==> src/dio_defines.svh <==
// Purpose: Constants for the direct I/O host port
// Assumes: Core clock 125 MHz, host side has no clock
// Notes: Widths, register count and reset values as macros
`ifndef DIO_DEFINES_SVH
`define DIO_DEFINES_SVH

// ----------------------------------------
// Widths and register count
// ----------------------------------------
`define DIO_ADDR_W 2
`define DIO_DATA_W 8
`define DIO_NUM_REGS 4

// ----------------------------------------
// Reset values
// ----------------------------------------
`define DIO_REG_RST 8'h00
`define DIO_SYNC_RST 3'h7

`endif

==> src/dio_pkg.sv <==
// Purpose: Types for the direct I/O host port
// Assumes: dio_defines.svh included
// Notes: Packed carriers for host pins
`include "dio_defines.svh"

package dio_pkg;

   // ----------------------------------------
   // Host request pins
   // ----------------------------------------
   typedef struct packed {
      logic [`DIO_ADDR_W-1:0] reg_addr;
      logic read_not_write;
      logic [`DIO_DATA_W-1:0] wdata;
   } dio_req_t;

   // ----------------------------------------
   // Port states
   // ----------------------------------------
   typedef enum logic [2:0] {
      DIO_IDLE,
      DIO_WR_ACK,
      DIO_RD_DRIVE,
      DIO_RD_ACK,
      DIO_RELEASE
   } dio_state_t;

endpackage

==> src/dio_host_port.sv <==
// Purpose: Asynchronous 8-bit host register access port
// Assumes: Host pins asynchronous to mclk_i; external pull-up on ready
// Notes: Output enables are active low (low means driving)
`timescale 1ns/100ps
`include "dio_defines.svh"

module dio_host_port (
   // Clock and reset
   input wire logic mclk_i,
   input wire logic rst_b_i,
   // Host request pins
   input wire dio_pkg::dio_req_t host_req_i,
   input wire logic host_select_n_i,
   // Host data bus
   output logic [`DIO_DATA_W-1:0] host_data_o,
   output logic host_data_oe_n_o,
   // Host ready strobe
   output logic host_ready_n_o,
   output logic host_ready_oe_n_o
);

   // ----------------------------------------
   // Input synchronisers
   // ----------------------------------------
   logic [2:0] sel_sync_reg;
   logic [2:0] sel_sync_next;
   logic sel_low_reg;
   logic sel_low_next;
   dio_pkg::dio_req_t req_s1_reg;
   dio_pkg::dio_req_t req_s2_reg;
   dio_pkg::dio_req_t req_s3_reg;
   dio_pkg::dio_req_t req_hold_reg;
   dio_pkg::dio_req_t req_hold_next;

   always_comb begin
      sel_sync_next = {sel_sync_reg[1:0], host_select_n_i};
      sel_low_next = sel_low_reg;
      req_hold_next = req_hold_reg;
      if (sel_sync_reg[1] == sel_sync_reg[2]) begin
         sel_low_next = !sel_sync_reg[2];
      end
      if (req_s2_reg == req_s3_reg) begin
         req_hold_next = req_s3_reg;
      end
   end

   always_ff @(posedge mclk_i) begin
      if (!rst_b_i) begin
         sel_sync_reg <= `DIO_SYNC_RST;
         sel_low_reg <= 1'b0;
         req_s1_reg <= '0;
         req_s2_reg <= '0;
         req_s3_reg <= '0;
         req_hold_reg <= '0;
      end else begin
         sel_sync_reg <= sel_sync_next;
         sel_low_reg <= sel_low_next;
         req_s1_reg <= host_req_i;
         req_s2_reg <= req_s1_reg;
         req_s3_reg <= req_s2_reg;
         req_hold_reg <= req_hold_next;
      end
   end

   // ----------------------------------------
   // Access sequencer
   // ----------------------------------------
   dio_pkg::dio_state_t state_reg;
   dio_pkg::dio_state_t state_next;
   logic rd_mode_reg;
   logic rd_mode_next;
   logic wr_en;
   logic rd_en;
   logic [`DIO_DATA_W-1:0] rdata;
   logic [`DIO_DATA_W-1:0] data_out_reg;
   logic [`DIO_DATA_W-1:0] data_out_next;
   logic data_oe_n_reg;
   logic data_oe_n_next;
   logic ready_n_reg;
   logic ready_n_next;
   logic ready_oe_n_reg;
   logic ready_oe_n_next;

   // ----------------------------------------
   // Access decode
   // ----------------------------------------
   function automatic logic access_start(input logic sel_low, input logic rnw,
         input logic want_read);
      return sel_low && (rnw == want_read);
   endfunction

   always_comb begin
      state_next = state_reg;
      rd_mode_next = rd_mode_reg;
      data_out_next = data_out_reg;
      data_oe_n_next = data_oe_n_reg;
      ready_n_next = ready_n_reg;
      ready_oe_n_next = ready_oe_n_reg;
      wr_en = 1'b0;
      rd_en = 1'b0;
      case (state_reg)
         dio_pkg::DIO_IDLE: begin
            ready_n_next = 1'b1;
            ready_oe_n_next = 1'b1;
            data_oe_n_next = 1'b1;
            if (access_start(sel_low_reg, req_hold_reg.read_not_write, 1'b0)) begin
               wr_en = 1'b1;
               rd_mode_next = 1'b0;
               state_next = dio_pkg::DIO_WR_ACK;
            end else if (access_start(sel_low_reg, req_hold_reg.read_not_write, 1'b1)) begin
               rd_en = 1'b1;
               rd_mode_next = 1'b1;
               data_oe_n_next = 1'b0;
               state_next = dio_pkg::DIO_RD_DRIVE;
            end
         end
         dio_pkg::DIO_WR_ACK: begin
            ready_n_next = 1'b0;
            ready_oe_n_next = 1'b0;
            if (!sel_low_reg) begin
               ready_n_next = 1'b1;
               state_next = dio_pkg::DIO_RELEASE;
            end else begin
               state_next = dio_pkg::DIO_RD_ACK;
            end
         end
         dio_pkg::DIO_RD_DRIVE: begin
            data_out_next = rdata;
            state_next = dio_pkg::DIO_RD_ACK;
         end
         dio_pkg::DIO_RD_ACK: begin
            ready_n_next = 1'b0;
            ready_oe_n_next = 1'b0;
            if (!sel_low_reg) begin
               ready_n_next = 1'b1;
               data_oe_n_next = 1'b1;
               state_next = dio_pkg::DIO_RELEASE;
            end
         end
         dio_pkg::DIO_RELEASE: begin
            ready_oe_n_next = 1'b1;
            ready_n_next = 1'b1;
            state_next = dio_pkg::DIO_IDLE;
         end
         default: begin
            state_next = dio_pkg::DIO_IDLE;
         end
      endcase
   end

   always_ff @(posedge mclk_i) begin
      if (!rst_b_i) begin
         state_reg <= dio_pkg::DIO_IDLE;
         rd_mode_reg <= 1'b0;
         data_out_reg <= `DIO_REG_RST;
         data_oe_n_reg <= 1'b1;
         ready_n_reg <= 1'b1;
         ready_oe_n_reg <= 1'b1;
      end else begin
         state_reg <= state_next;
         rd_mode_reg <= rd_mode_next;
         data_out_reg <= data_out_next;
         data_oe_n_reg <= data_oe_n_next;
         ready_n_reg <= ready_n_next;
         ready_oe_n_reg <= ready_oe_n_next;
      end
   end

   // ----------------------------------------
   // Register store
   // ----------------------------------------
   dio_regfile u_regs (
      .mclk_i(mclk_i),
      .rst_b_i(rst_b_i),
      .wr_en_i(wr_en),
      .rd_en_i(rd_en),
      .addr_i(req_hold_reg.reg_addr),
      .wdata_i(req_hold_reg.wdata),
      .rdata_o(rdata)
   );

   assign host_data_o = data_out_reg;
   assign host_data_oe_n_o = data_oe_n_reg;
   assign host_ready_n_o = ready_n_reg;
   assign host_ready_oe_n_o = ready_oe_n_reg;

   // ----------------------------------------
   // Checks
   // ----------------------------------------
   a_rdy_after_write: assert property (@(posedge mclk_i) disable iff (!rst_b_i)
      wr_en |-> ##2 (!host_ready_n_o && !host_ready_oe_n_o))
      else $error("ready not low after write capture");
   a_rdy_high_pulse: assert property (@(posedge mclk_i) disable iff (!rst_b_i)
      $rose(host_ready_n_o) |-> !host_ready_oe_n_o ##1 host_ready_oe_n_o)
      else $error("ready high not one cycle before release");
   a_data_before_rdy: assert property (@(posedge mclk_i) disable iff (!rst_b_i)
      (rd_mode_reg && $fell(host_ready_n_o)) |-> !host_data_oe_n_o)
      else $error("ready low without data driven");
   a_read_drives: assert property (@(posedge mclk_i) disable iff (!rst_b_i)
      rd_en |=> !host_data_oe_n_o)
      else $error("data bus not driven after read start");
   a_read_release: assert property (@(posedge mclk_i) disable iff (!rst_b_i)
      (state_reg == dio_pkg::DIO_RELEASE) |-> host_data_oe_n_o)
      else $error("data bus still driven after read");
   a_write_start: assert property (@(posedge mclk_i) disable iff (!rst_b_i)
      wr_en |=> u_regs.mem_reg[$past(req_hold_reg.reg_addr)] == $past(req_hold_reg.wdata))
      else $error("write value not stored");
   a_sel_filter: assert property (@(posedge mclk_i) disable iff (!rst_b_i)
      $fell(sel_low_reg) |-> $past(sel_sync_reg[2]) && $past(sel_sync_reg[1]))
      else $error("select change without agreement");
   a_idle_quiet: assert property (@(posedge mclk_i) disable iff (!rst_b_i)
      (state_reg == dio_pkg::DIO_IDLE) |-> host_ready_oe_n_o ##0 host_data_oe_n_o)
      else $error("pins driven while idle");
   a_sel_settle: assert property (@(posedge mclk_i) disable iff (!rst_b_i)
      $rose(sel_low_reg) |-> !$past(sel_sync_reg[2]) && !$past(sel_sync_reg[1]))
      else $error("select taken before stages agree");
   a_ack_holds: assert property (@(posedge mclk_i) disable iff (!rst_b_i)
      (state_reg == dio_pkg::DIO_RD_ACK && sel_low_reg) |=> !host_ready_n_o)
      else $error("ready not held low while selected");
   a_read_value: assert property (@(posedge mclk_i) disable iff (!rst_b_i)
      (rd_mode_reg && $fell(host_ready_n_o)) |-> host_data_o == u_regs.mem_reg[req_hold_reg.reg_addr])
      else $error("read data differs from register");
   a_ready_high_drive: assert property (@(posedge mclk_i) disable iff (!rst_b_i)
      (state_reg == dio_pkg::DIO_RELEASE) |-> host_ready_n_o && !host_ready_oe_n_o)
      else $error("ready not driven high before release");

endmodule

==> src/dio_regfile.sv <==
// Purpose: Host-visible register store
// Assumes: Single clock, synchronous active-low reset
// Notes: Read data comes from a register
`timescale 1ns/100ps
`include "dio_defines.svh"

module dio_regfile (
   // Clock and reset
   input wire logic mclk_i,
   input wire logic rst_b_i,
   // Access
   input wire logic wr_en_i,
   input wire logic rd_en_i,
   input wire logic [`DIO_ADDR_W-1:0] addr_i,
   input wire logic [`DIO_DATA_W-1:0] wdata_i,
   output logic [`DIO_DATA_W-1:0] rdata_o
);

   logic [`DIO_DATA_W-1:0] mem_reg [`DIO_NUM_REGS];
   logic [`DIO_DATA_W-1:0] mem_next [`DIO_NUM_REGS];
   logic [`DIO_DATA_W-1:0] rdata_reg;
   logic [`DIO_DATA_W-1:0] rdata_next;

   // ----------------------------------------
   // Next state
   // ----------------------------------------
   always_comb begin
      mem_next = mem_reg;
      rdata_next = rdata_reg;
      if (wr_en_i) begin
         mem_next[addr_i] = wdata_i;
      end
      if (rd_en_i) begin
         rdata_next = mem_reg[addr_i];
      end
   end

   always_ff @(posedge mclk_i) begin
      if (!rst_b_i) begin
         for (int i = 0; i < `DIO_NUM_REGS; i++) begin
            mem_reg[i] <= `DIO_REG_RST;
         end
         rdata_reg <= `DIO_REG_RST;
      end else begin
         mem_reg <= mem_next;
         rdata_reg <= rdata_next;
      end
   end

   assign rdata_o = rdata_reg;

endmodule

==> config.mk <==
export PLATFORM = sky130hd
export DESIGN_NAME = dio_host_port
export DESIGN_NICKNAME = d
export VERILOG_FILES = /design/src/dio_pkg.sv /design/src/dio_host_port.sv /design/src/dio_regfile.sv
export VERILOG_INCLUDE_DIRS = /design/src
export SDC_FILE = /design/constraint.sdc
export NUM_CORES = 1
export LEC_CHECK = 0
export BUFFER_PORTS_ARGS = -buffer_cell sky130_fd_sc_hd__buf_2
export CORE_ASPECT_RATIO = 1.75
export CORE_MARGIN = 2
export CORE_UTILIZATION = 45
export CTS_CLUSTER_DIAMETER = 40
export CTS_CLUSTER_SIZE = 20
export DETAILED_ROUTE_END_ITERATION = 6
export HOLD_SLACK_MARGIN = 0.12
export SYNTH_ARGS = -nofsm -noshare
export SYNTH_HDL_FRONTEND = slang
export SYNTH_SLANG_ARGS = --single-unit
==> constraint.sdc <==
create_clock -name mclk_i -period 1.99 [get_ports mclk_i]
set_input_delay 0.0995 -clock mclk_i [delete_from_list [all_inputs] [get_ports mclk_i]]
set_output_delay 0.0995 -clock mclk_i [all_outputs]
set_load 0.01 [all_outputs]
## Word-level counts from Yosys, hierarchy flattened

Cells that the tools add are included.

- Equal/unequal tests: 8
- Magnitude comparators: 2
- Bitwise operators: 2
- Reduce and logical (&&, ||, !) cells: 11
- Muxes and demuxes: 23

Operators with widths:

| cell | count |
|---|---|
| $bwmux W32 | 1 |
| $mux W8 | 3 |
| $bmux W8 S2 | 1 |
| $demux W8 S2 | 1 |
| $mux W3 | 4 |
| $pmux W3 S4 | 1 |
| $eq A11 B11 Y1 | 1 |
| $mux W1 | 9 |
| $eq A3 B2 Y1 const B | 2 |
| $pmux W1 S2 | 3 |
| $reduce_and A2 Y1 | 2 |
| $reduce_bool A2 Y1 | 2 |
| $reduce_or A2 Y1 | 2 |
| $eq A3 B1 Y1 const B | 1 |
| $eq A3 B3 Y1 const B | 1 |
| $ge A3 B3 Y1 const B | 1 |
| $logic_and A1 B1 Y1 | 3 |
| $logic_not A3 Y1 | 1 |
| $lt A3 B1 Y1 const B | 1 |
| $ne A3 B3 Y1 const B | 1 |
| $not A2 Y3 | 1 |
| $ne A2 B2 Y1 const B | 1 |
| $eq A1 B1 Y1 | 1 |
| $logic_not A1 Y1 | 1 |
| $not A1 Y1 | 1 |

- Bits in registers: 102
- Logic and storage cells: 70
- Input bits: 14
- Output and inout port bits: 11

## Depth between registers and ports, before layout

Gate-level depths: netlist of the first run.

- Depth after elaboration: 6
- Depth in mapped cells: 5
- Gate-level depth less buffers: 4

## Cells and area by module

From an unflattened synthesis of the first run, not the netlist that was laid out.

- Cell total of the unflattened synthesis: 363
- Area total of the unflattened synthesis: 3843.7 um^2

By module, submodules not included:

| module | seq. area each (um^2) | instances | cells each | area each (um^2) |
|---|---|---|---|---|
| dio_host_port | 1241.2 | 1 | 211 | 2117.0 |
| dio_regfile | 800.8 | 1 | 152 | 1726.7 |

## Least setup slack after synthesis of the first run

Ideal clock, no wire load.

- Path kind: register -> register
- Start point: register state_reg[1]
- End point: register u_regs.mem_reg[24] in the netlist's numbering
- Data required time: 1.874 ns
- Clock period less this slack: 1.735 ns
- Path buffers: 0
- Arrival: 1.618 ns
- Setup slack: 0.255 ns
- Cell stages (with the launch flop): 5
- Path through: dfxtp_1 or4b_4 nor4_4 mux2i_1 nor2b_1

- Cells in the longest elaborated chain, start to end: 2

RTL lines:

| item | RTL line | text |
|---|---|---|
| start: declaration | dio_host_port.sv:68 | `dio_pkg::dio_state_t state_reg;` |
| start signal: assignment | dio_host_port.sv:153 | `state_reg <= dio_pkg::DIO_IDLE;` |
| start signal: assignment | dio_host_port.sv:160 | `state_reg <= state_next;` |
| $logic_not A3 Y1 | n/a |  |
| $mux W1 | dio_host_port.sv:101 | `case (state_reg)` |
| end signal: indexed assignment | dio_regfile.sv:41 | `` mem_reg[i] <= `DIO_REG_RST; `` |
| end signal: assignment | dio_regfile.sv:45 | `mem_reg <= mem_next;` |
| end: declaration | dio_regfile.sv:19 | `` logic [`DIO_DATA_W-1:0] mem_reg [`DIO_NUM_REGS]; `` |

No other way between the ends.
A chain may end at the register's enable or synchronous reset.

## Worst setup path after layout of the first run

- Start point: register sel_low_reg
- End point: register u_regs.mem_reg[13] in the netlist's numbering

- Cells in the longest elaborated chain, start to end: 3

RTL lines:

| item | RTL line | text |
|---|---|---|
| start: declaration | dio_host_port.sv:27 | `logic sel_low_reg;` |
| start signal: assignment | dio_host_port.sv:57 | `sel_low_reg <= sel_low_next;` |
| $logic_and A1 B1 Y1 | dio_host_port.sv:89 | `return sel_low && (rnw == want_read);` |
| $mux W1 | dio_host_port.sv:106 | `if (access_start(sel_low_reg, req_hold_reg.read_not_write, 1'b0)) begin` |
| $mux W1 | dio_host_port.sv:101 |  |

No other way between the ends.

==> metrics.cfg, run 1 <==
[floorplanning]
start_util_pct=46.2
chipHeight_microns=126
core-area_sq_um=8310
dieArea_sq_um=9310
die_x_microns=73.8
rows=44
ios=25

[timing]
rsz0062_at_grt=false
setup_slack_ns=0.177
fmax_ghz=0.552
slew-limit-headroom_pct=60.7
worst_pin_slew_ns=0.589
finalCritPeriodShare_pct=91.1
fin_crit_ns=1.81
timing.setup.tns_ns=0
setup_viol=0
skew_ns=0.00536
slew_violations=0
hold_violations=0

[critical_path]
cp_slowest_cell=or4b_4
crit_required_ns=2.22
critPathLaunchType=flop
path_class=reg2reg
path_cells=or4b_4 > nor4b_2 > buf_4 > mux2i_1 > nor2b_1
path_max_fanout=8
slowest_delay_ns=0.54
crit_arrival_ns=2.04
end_kind=flop

[yosys]
synth_seq_cells=102
syn_inst=357
syn_nets=371
syn_area_per_cell_sq_um=10.8
ys_seq_area_share_pct=53.2
synth.distinct_cells=32
synth_warnings=0
syn_area_sq_um=3840

[job]
drv_cap=0

[run_status]
status=completed

[layout]
largest_reg_flops=32
layout_commonest_cell=dfxtp_1
drive_gt1_share_pct=15.3
nNetsFinal=413
area.growth.synth_to_final_pct=18.4
final_cell_mix=102 x dfxtp_1, 48 x nand2_1, 44 x mux2i_1, 34 x nor2b_1, 33 x and2_1
diodes=0
instances_no_fill=519
final_area_sq_um=4550

[clock_network]
cts_resized=0
htreeDepth=3
cts.sinks=102
cts_tree=yes
cts-hold-fix-buffers=14
cts_inserted_buffers=9
clk_pin_slew_ns=0.06
clk_path_buf_depth=2
insertion_delay_ns=0.34
clockRootBuffer=clkbuf_16
cts_setup_buffers=0

[placement]
dp_cells=489
place_area_sq_um=4140
io_buffers=24
dp_hpwl_mm=4.16
gp_congestion=0.709
pre_cts_ws_ns=0.188

[global_routing]
grtUsageMet3_pct=3.36
grt_busiest_layer=met2
use_met1_pct=17.8
grt_pass1_vias=2400
grt_pass1_wl_mm=11.0
track_usage_pct=15.3
grt-ovfl-total=0
antenna_found_initial=0
grtUsageMet2_pct=25.3
grt_max_degree=104

[power_and_ir_drop]
finalPower_w=0.00379
ir_drop_mv=0.592
p_clk_share_pct=41.0
p_seq_share_pct=55.1
p_sw_w=0.000752
p_sw_share_pct=19.8
intPower_w=0.00304
leakagePower_nw=1.62
p_comb_share_pct=3.9
cellPowerDensity_nw_per_um2=835

[detailed_routing]
drt.antenna.violating_nets=0
first_iter_violations=103
viasPerCell=4.68
wire_per_inst_microns=12.0
dr.pass1.iters=4
wl_mm=6.21
drcViolationCount=0
vias=2427

[worst_hold_path]
hp-class=reg2reg

==> critical path, delay by kind of cell (launching register included) <==
| family | cells | cell delay (ns) |
|---|---|---|
| AND/OR/NAND/NOR | 3 | 0.87 |
| multiplexers | 1 | 0.20 |
| buffers and inverters | 1 | 0.23 |
| flip-flops | 1 | 0.41 |
==> power by group through the flow <==
stage	logic (W)	clock network [W]	registers, W
final	0.000149	0.00155	0.00209
after global routing	0.000166	0.00169	0.00209
after CTS	0.000152	0.00162	0.00209
after detailed placement	0.000131	0	0.00214
after global placement	0.000130	0	0.00214
after floorplan	0.0000988	0	0.00213
==> metrics by stage <==
| step | utilization (%) | hold slack, ns |
|---|---|---|
| after floorplan | - | 0.201 |
| after global placement | 49.8 | 0.283 |
| after detailed placement | 49.8 | 0.290 |
| after CTS | 54.7 | 0.408 |
| after global routing | 54.7 | 0.424 |
| final | 54.7 | 0.405 |
==> routing by layer <==
layer | wire length (microns) | share of wire, % | up-vias
li1 | - | - | 1278
met1 | 2740 | 44 | 1099
met2 | 3140 | 51 | 35
met3 | 155 | 2.5 | 15
met4 | 176 | 2.8 | 0
met5 | 0 | 0 | -
==> final timing paths <==
kind | startpoint | end | slack [ns] | depth (start not counted)
setup / recovery | sel_low_reg | u_regs.mem_reg[13] | 0.18 | 5
hold / removal | sel_sync_reg[0] | sel_sync_reg[1] | 0.40 | 1
setup reg to reg | sel_low_reg | u_regs.mem_reg[13] | 0.18 | 5
hold reg to reg | sel_sync_reg[0] | sel_sync_reg[1] | 0.40 | 1
==> logic make-up after synthesis <==
group | synth area share, %
AOI/OAI and AO/OA | 6.00
xor gates and xnor gates | 2.51
adders and majority gates | 0.261
buffers and inverters | 2.67
DFF | 53.2
muxes | 16.2
and+or+nand+nor | 19.2
==> Yosys cell counts <==
master / instances / share of area, %
nor4_4: 1 / 0.55
buf_4: 1 / 0.20
a31oi_1: 1 / 0.16
nand2_1: 48 / 4.7
o31ai_1: 1 / 0.20
nor2_1: 2 / 0.20
maj3_1: 1 / 0.26
a211oi_1: 1 / 0.20
clkbuf_1: 14 / 1.4
nor2b_1: 34 / 5.5
dfxtp_1: 102 / 53
o211ai_1: 1 / 0.20
xnor2_1: 11 / 2.5
nand2b_1: 4 / 0.65
buf_1: 1 / 0.098
and2_1: 33 / 5.4
inv_1: 2 / 0.20
nor3_1: 1 / 0.13
mux2i_1: 44 / 11
a21boi_0: 17 / 3.3
nor3b_1: 1 / 0.20
or4b_4: 1 / 0.36
mux4_2: 8 / 4.7
nand3_1: 1 / 0.13
nand4_1: 3 / 0.49
buf_2: 4 / 0.52
a21oi_1: 2 / 0.26
o21ai_0: 11 / 1.4
or2b_1: 1 / 0.20
buf_6: 1 / 0.29
o2bb2ai_1: 1 / 0.23
nor4b_1: 3 / 0.68
==> layout make-up <==
cell class	instances	area, sq um
fill	737	3770
timing repair buffer	52	378
inverter	2	7.51
multi-input combinational	232	1710
clock buffer	15	258
sequential	102	2040
tap	115	144
clock inverter	1	5.00
Power figures use the tool's default switching activity.
==> run 2, diff against run 1 <==
--- a/config.mk
+++ b/config.mk
@@ -14,6 +14,8 @@
 export CTS_CLUSTER_SIZE = 20
 export DETAILED_ROUTE_END_ITERATION = 6
 export HOLD_SLACK_MARGIN = 0.12
+export MAX_ROUTING_LAYER = met4
+export RECOVER_POWER = 50
 export SYNTH_ARGS = -nofsm -noshare
 export SYNTH_HDL_FRONTEND = slang
 export SYNTH_SLANG_ARGS = --single-unit
==> metrics.cfg, run 2 (synthesized netlist as in run 1, its figures left out) <==
[run_status]
status=completed

[timing]
worst_pin_slew_ns=0.589  ; +0.000399 ns
fin_crit_ns=1.82  ; +0.0105 ns
timing.setup.tns_ns=0  ; unchanged
hold_violations=0  ; unchanged
rsz0062_at_grt=false
finalCritPeriodShare_pct=91.6  ; +0.53 points
fmax_ghz=0.549  ; -0.57%
slew-limit-headroom_pct=60.7  ; about the same
setup_viol=0  ; unchanged
skew_ns=0.00509  ; -0.000268 ns
slew_violations=0  ; unchanged

[floorplanning]
dieArea_sq_um=9310  ; unchanged
start_util_pct=46.2  ; unchanged
die_x_microns=73.8  ; unchanged
rows=44  ; unchanged
core-area_sq_um=8310  ; unchanged
ios=25  ; unchanged
chipHeight_microns=126  ; unchanged

[detailed_routing]
drt.antenna.violating_nets=0  ; unchanged
wl_met1_mm=2.69  ; -1.9%
wl_met3_microns=160  ; +3.2%
met2_length_mm=3.16  ; +0.86%
highest_layer=met4
first_iter_violations=88  ; -15%
viasPerCell=4.68  ; about the same
wl_mm=6.19  ; -0.21%
dr.pass1.iters=4  ; unchanged
drcViolationCount=0  ; unchanged
wire_per_inst_microns=11.9  ; -0.21%
vias=2429  ; +0.082%

[layout]
area.growth.synth_to_final_pct=17.6
nNetsFinal=413  ; unchanged
diodes=0  ; unchanged
layout_commonest_cell=dfxtp_1
final_cell_mix=102 x dfxtp_1, 48 x nand2_1, 44 x mux2i_1, 34 x nor2b_1, 29 x and2_1
largest_reg_flops=32  ; unchanged
drive_gt1_share_pct=11.6  ; -3.7 points
fin_util_pct=54.3  ; -0.36 points
regArea_sq_um=2040  ; unchanged
nFillCells=746  ; +1.2%
multi_input_area_sq_um=1710  ; -0.29%

[power_and_ir_drop]
p_sw_share_pct=19.8  ; about the same
cellPowerDensity_nw_per_um2=839  ; +0.60%
leakagePower_nw=1.56  ; -3.3%
p_comb_share_pct=3.8  ; about the same
p_sw_w=0.000752  ; about the same
ir_drop_mv=0.592  ; +0.13%
intPower_w=0.00304  ; about the same
p_seq_share_pct=55.1  ; about the same
p_clk_share_pct=41.0  ; about the same

[clock_network]
cts_setup_buffers=0  ; unchanged
cts_resized=0  ; unchanged
clk_path_buf_depth=2  ; unchanged
insertion_delay_ns=0.34  ; about the same
cts_tree=yes
htreeDepth=3  ; unchanged
clockRootBuffer=clkbuf_16
cts_inserted_buffers=9  ; unchanged
cts-hold-fix-buffers=14  ; unchanged
cts.sinks=102  ; unchanged
clk_pin_slew_ns=0.06  ; about the same

[critical_path]
r2r_end=u_regs.mem_reg[13]
path_max_fanout=8  ; unchanged
critPathLaunchType=flop
r2r_cells=5  ; unchanged
endpoint=u_regs.mem_reg[13]
crit_required_ns=2.22  ; about the same
crit_arrival_ns=2.05  ; about the same
r2r-start=sel_low_reg
path_class=reg2reg
end_kind=flop
crit_start=sel_low_reg
r2r_setup_slack_ns=0.17  ; about the same

[placement]
gp_congestion=0.717  ; +1.1%
dp_hpwl_mm=4.16  ; unchanged
io_buffers=24  ; unchanged

[global_routing]
grt_pass1_vias=2401  ; +0.042%
grt_pass1_wl_mm=11.0  ; -0.13%
track_usage_pct=15.7  ; +0.43 points
grt-ovfl-total=0  ; unchanged
antenna_found_initial=0  ; unchanged
grt_max_degree=104  ; unchanged

[worst_hold_path]
hp-class=reg2reg

[job]
drv_cap=0  ; unchanged

## run 2: final cells by class
cell class / count / share of cell area (%)
Tap cell: 115 / 3.19
Clock buffer: 15 / 5.71
Timing Repair Buffer: 52 / 7.81
Sequential cell: 102 / 45.2
Clock inverter: 1 / 0.111
Multi-Input combinational cell: 232 / 37.8
Inverter: 2 / 0.166
## run 2: critical path, stage by stage, from the launching register on
cell,delay [ns]
dfxtp_1,0.41
or4b_4,0.54
nor4b_2,0.27
buf_4,0.23
mux2i_1,0.21
nor2b_1,0.06
## run 2: how the worst min path moves through the flow
stage                               start              end  slack [ns]  cells after the start
final                     sel_sync_reg[0]  sel_sync_reg[1]        0.40                      1
after global routing      sel_sync_reg[0]  sel_sync_reg[1]        0.42                      1
after detailed placement  host_select_n_i  sel_sync_reg[0]        0.29                      2
after global placement    host_select_n_i  sel_sync_reg[0]        0.28                      2
after floorplan           host_select_n_i  sel_sync_reg[0]        0.20                      1
after CTS                 sel_sync_reg[0]  sel_sync_reg[1]        0.41                      1
## run 2: metrics by stage
step | hold slack [ns] | instances | setup slack, ns | power [W] | area (sq um)
2_1_floorplan | 0.201 | 357 | 0.255 | 0.00223 | 3840
3_3_place_gp | 0.283 | 489 | 0.216 | 0.00226 | 4140
3_5_place_dp | 0.290 | 489 | 0.188 | 0.00227 | 4140
4_1_cts | 0.408 | 519 | 0.153 | 0.00386 | 4550
5_1_grt | 0.424 | 519 | 0.0226 | 0.00395 | 4520
6_report | 0.405 | 519 | 0.167 | 0.00379 | 4520
## run 2: power by group through the flow
stage,Combinational (W),Clock [W],Sequential (W)
final,0.000145,0.00156,0.00209
after global routing,0.000163,0.00169,0.00209
after CTS,0.000152,0.00162,0.00209
after detailed placement,0.000131,0,0.00214
after global placement,0.000130,0,0.00214
after floorplan,0.0000988,0,0.00213
## run 2: routing by layer
metal	vias up	GRT usage, %
met1	1097	17.7
met4	0	8.34
met3	15	3.36
li1	1282	-
met2	35	25.4
met5	-	-
==> run 3, diff against run 2 <==
--- a/config.mk
+++ b/config.mk
@@ -7,7 +7,7 @@
 export NUM_CORES = 1
 export LEC_CHECK = 0
 export BUFFER_PORTS_ARGS = -buffer_cell sky130_fd_sc_hd__buf_2
-export CORE_ASPECT_RATIO = 1.75
+export CORE_ASPECT_RATIO = 0.7
 export CORE_MARGIN = 2
 export CORE_UTILIZATION = 45
 export CTS_CLUSTER_DIAMETER = 40
==> metrics.cfg, run 3 (synthesized netlist as in run 1, its figures left out) <==
[run_status]
status=completed

[timing]
slew-limit-headroom_pct=70.1  ; +9.5 points
worst_pin_slew_ns=0.446  ; -0.143 ns
hold_violations=0  ; unchanged
fin_crit_ns=1.83  ; +0.0103 ns
timing.setup.tns_ns=0  ; unchanged
finalCritPeriodShare_pct=92.1  ; +0.52 points
setup_viol=0  ; unchanged
fmax_ghz=0.545  ; -0.56%
rsz0062_at_grt=false
setup_slack_ns=0.157  ; -0.0103 ns
slew_violations=0  ; unchanged
skew_ns=0.00388  ; -0.00121 ns
whs_ns=0.188  ; -0.217 ns

[layout]
layout_commonest_cell=dfxtp_1
diodes=0  ; unchanged
final_cell_mix=102 x dfxtp_1, 48 x nand2_1, 44 x mux2i_1, 34 x nor2b_1, 28 x and2_1
nFillCells=765  ; +2.5%
largest_reg_flops=32  ; unchanged
drive_gt1_share_pct=12.0  ; +0.37 points
area.growth.synth_to_final_pct=18.2
nNetsFinal=409  ; -0.97%

[clock_network]
cts.sinks=102  ; unchanged
cts_tree=yes
clk_pin_slew_ns=0.06  ; about the same
htreeDepth=3  ; unchanged
clk_path_buf_depth=2  ; unchanged
clockRootBuffer=clkbuf_16
cts_setup_buffers=0  ; unchanged
insertion_delay_ns=0.34  ; about the same
cts_inserted_buffers=9  ; unchanged

[placement]
dp_hpwl_mm=4.10  ; -1.3%
pre_cts_ws_ns=0.180  ; -0.00819 ns
io_buffers=24  ; unchanged
gp_congestion=0.808  ; +13%

[global_routing]
track_usage_pct=16.1  ; +0.40 points
grt_pass1_vias=2268  ; -5.5%
antenna_found_initial=0  ; unchanged
grt_pass1_wl_mm=10.9  ; -0.75%
grt-ovfl-total=0  ; unchanged
grt_max_degree=112  ; +7.7%

[power_and_ir_drop]
p_sw_w=0.000779  ; +3.6%
leakagePower_nw=1.57  ; +0.55%
p_seq_share_pct=51.3  ; -3.8 points
intPower_w=0.00329  ; +8.3%
p_sw_share_pct=19.1  ; -0.70 points
p_clk_share_pct=45.1  ; +4.1 points
p_comb_share_pct=3.6  ; -0.2 points
cellPowerDensity_nw_per_um2=897  ; +6.9%
ir_drop_mv=0.491  ; -17%

[detailed_routing]
dr.pass1.iters=4  ; unchanged
wire_per_inst_microns=13.1  ; +9.5%
drcViolationCount=0  ; unchanged
viasPerCell=4.80  ; +2.5%
wl_mm=6.60  ; +6.5%
drt.antenna.violating_nets=0  ; unchanged
first_iter_violations=137  ; +56%
vias=2423  ; -0.25%

[critical_path]
cp_slowest_cell=or4b_4
end_kind=flop
critPathLaunchType=flop
path_max_fanout=8  ; unchanged
path_cells=or4b_4 > nor4b_2 > buf_4 > mux2i_1 > nor2b_1
path_class=reg2reg
crit_required_ns=2.22  ; about the same
crit_arrival_ns=2.07  ; +0.02 ns
slowest_delay_ns=0.54  ; about the same
r2r_setup_slack_ns=0.16  ; about the same

[floorplanning]
dieArea_sq_um=9300  ; -0.18%
core-area_sq_um=8370  ; +0.72%
ios=25  ; unchanged
die_x_microns=114  ; +55%
chipHeight_microns=81.3  ; -36%
start_util_pct=45.8  ; -0.33 points
rows=28  ; -36%

[worst_hold_path]
hp-class=in2reg

[job]
drv_cap=0  ; unchanged

-- run 3: cell count changes in the layout (fill, tap and decap cells not counted), sizes merged --
cell         delta
dlygate4sd3     -2
clkinv          -1
bufinv          +2
clkbuf          -3
clkinvlp        +1
buf             -1
-- run 3: metal layers --
layer	up-vias	GRT usage (%)	routed length, microns
met5	-	-	0
met4	0	5.49	95
met1	1115	21.6	3500
met3	8	6.49	251
met2	33	22.0	2750
li1	1267	-	-
-- run 3: worst paths after layout --
path                                      start                 to  cells past startpoint
worst max register to register      sel_low_reg  u_regs.mem_reg[9]                      5
worst min register to register  sel_sync_reg[0]    sel_sync_reg[1]                      1
worst max-delay path                sel_low_reg  u_regs.mem_reg[9]                      5
worst min-delay path                    rst_b_i     host_ready_n_o                      3
-- run 3: metrics by stage --
stage | utilization [%] | power [W] | std cells | area [sq um]
floorplan | - | 0.00223 | 357 | 3840
CTS | 54.5 | 0.00413 | 505 | 4570
detailed placement | 49.3 | 0.00227 | 477 | 4130
global route | 54.2 | 0.00424 | 505 | 4540
global placement | 49.3 | 0.00227 | 477 | 4130
finish | 54.2 | 0.00407 | 505 | 4540
-- run 3: layout make-up --
class / count / area (sq um) / area share [%]
Multi-Input combinational cell: 232 / 1710 / 37.6
Tap cell: 105 / 131 / 2.90
Sequential cell: 102 / 2040 / 45.0
Inverter: 2 / 7.51 / 0.165
Timing Repair Buffer: 48 / 332 / 7.31
Clock buffer: 13 / 250 / 5.52
Clock inverter: 3 / 67.6 / 1.49
-- run 3: power groups by stage --
| stage | Clock (W) | Sequential [W] | Combinational, W |
|---|---|---|---|
| final | 0.00184 | 0.00209 | 0.000145 |
| after floorplan | 0 | 0.00213 | 0.0000988 |
| after detailed placement | 0 | 0.00214 | 0.000133 |
| after global placement | 0 | 0.00213 | 0.000132 |
| after global routing | 0.00199 | 0.00209 | 0.000161 |
| after CTS | 0.00189 | 0.00209 | 0.000151 |
-- run 3: what timing repair did --
action,in CTS,in global routing
resized for setup,0,0
hold buffers,12,0
endpoints found under the setup margin,0,0
endpoints found under the hold margin,12,0
-- run 3: critical path: cells and delay by family (launching register included) --
kind	cells	cell delay, ns
buf+inv	1	0.24
flops	1	0.42
mux	1	0.20
simple gates	3	0.87
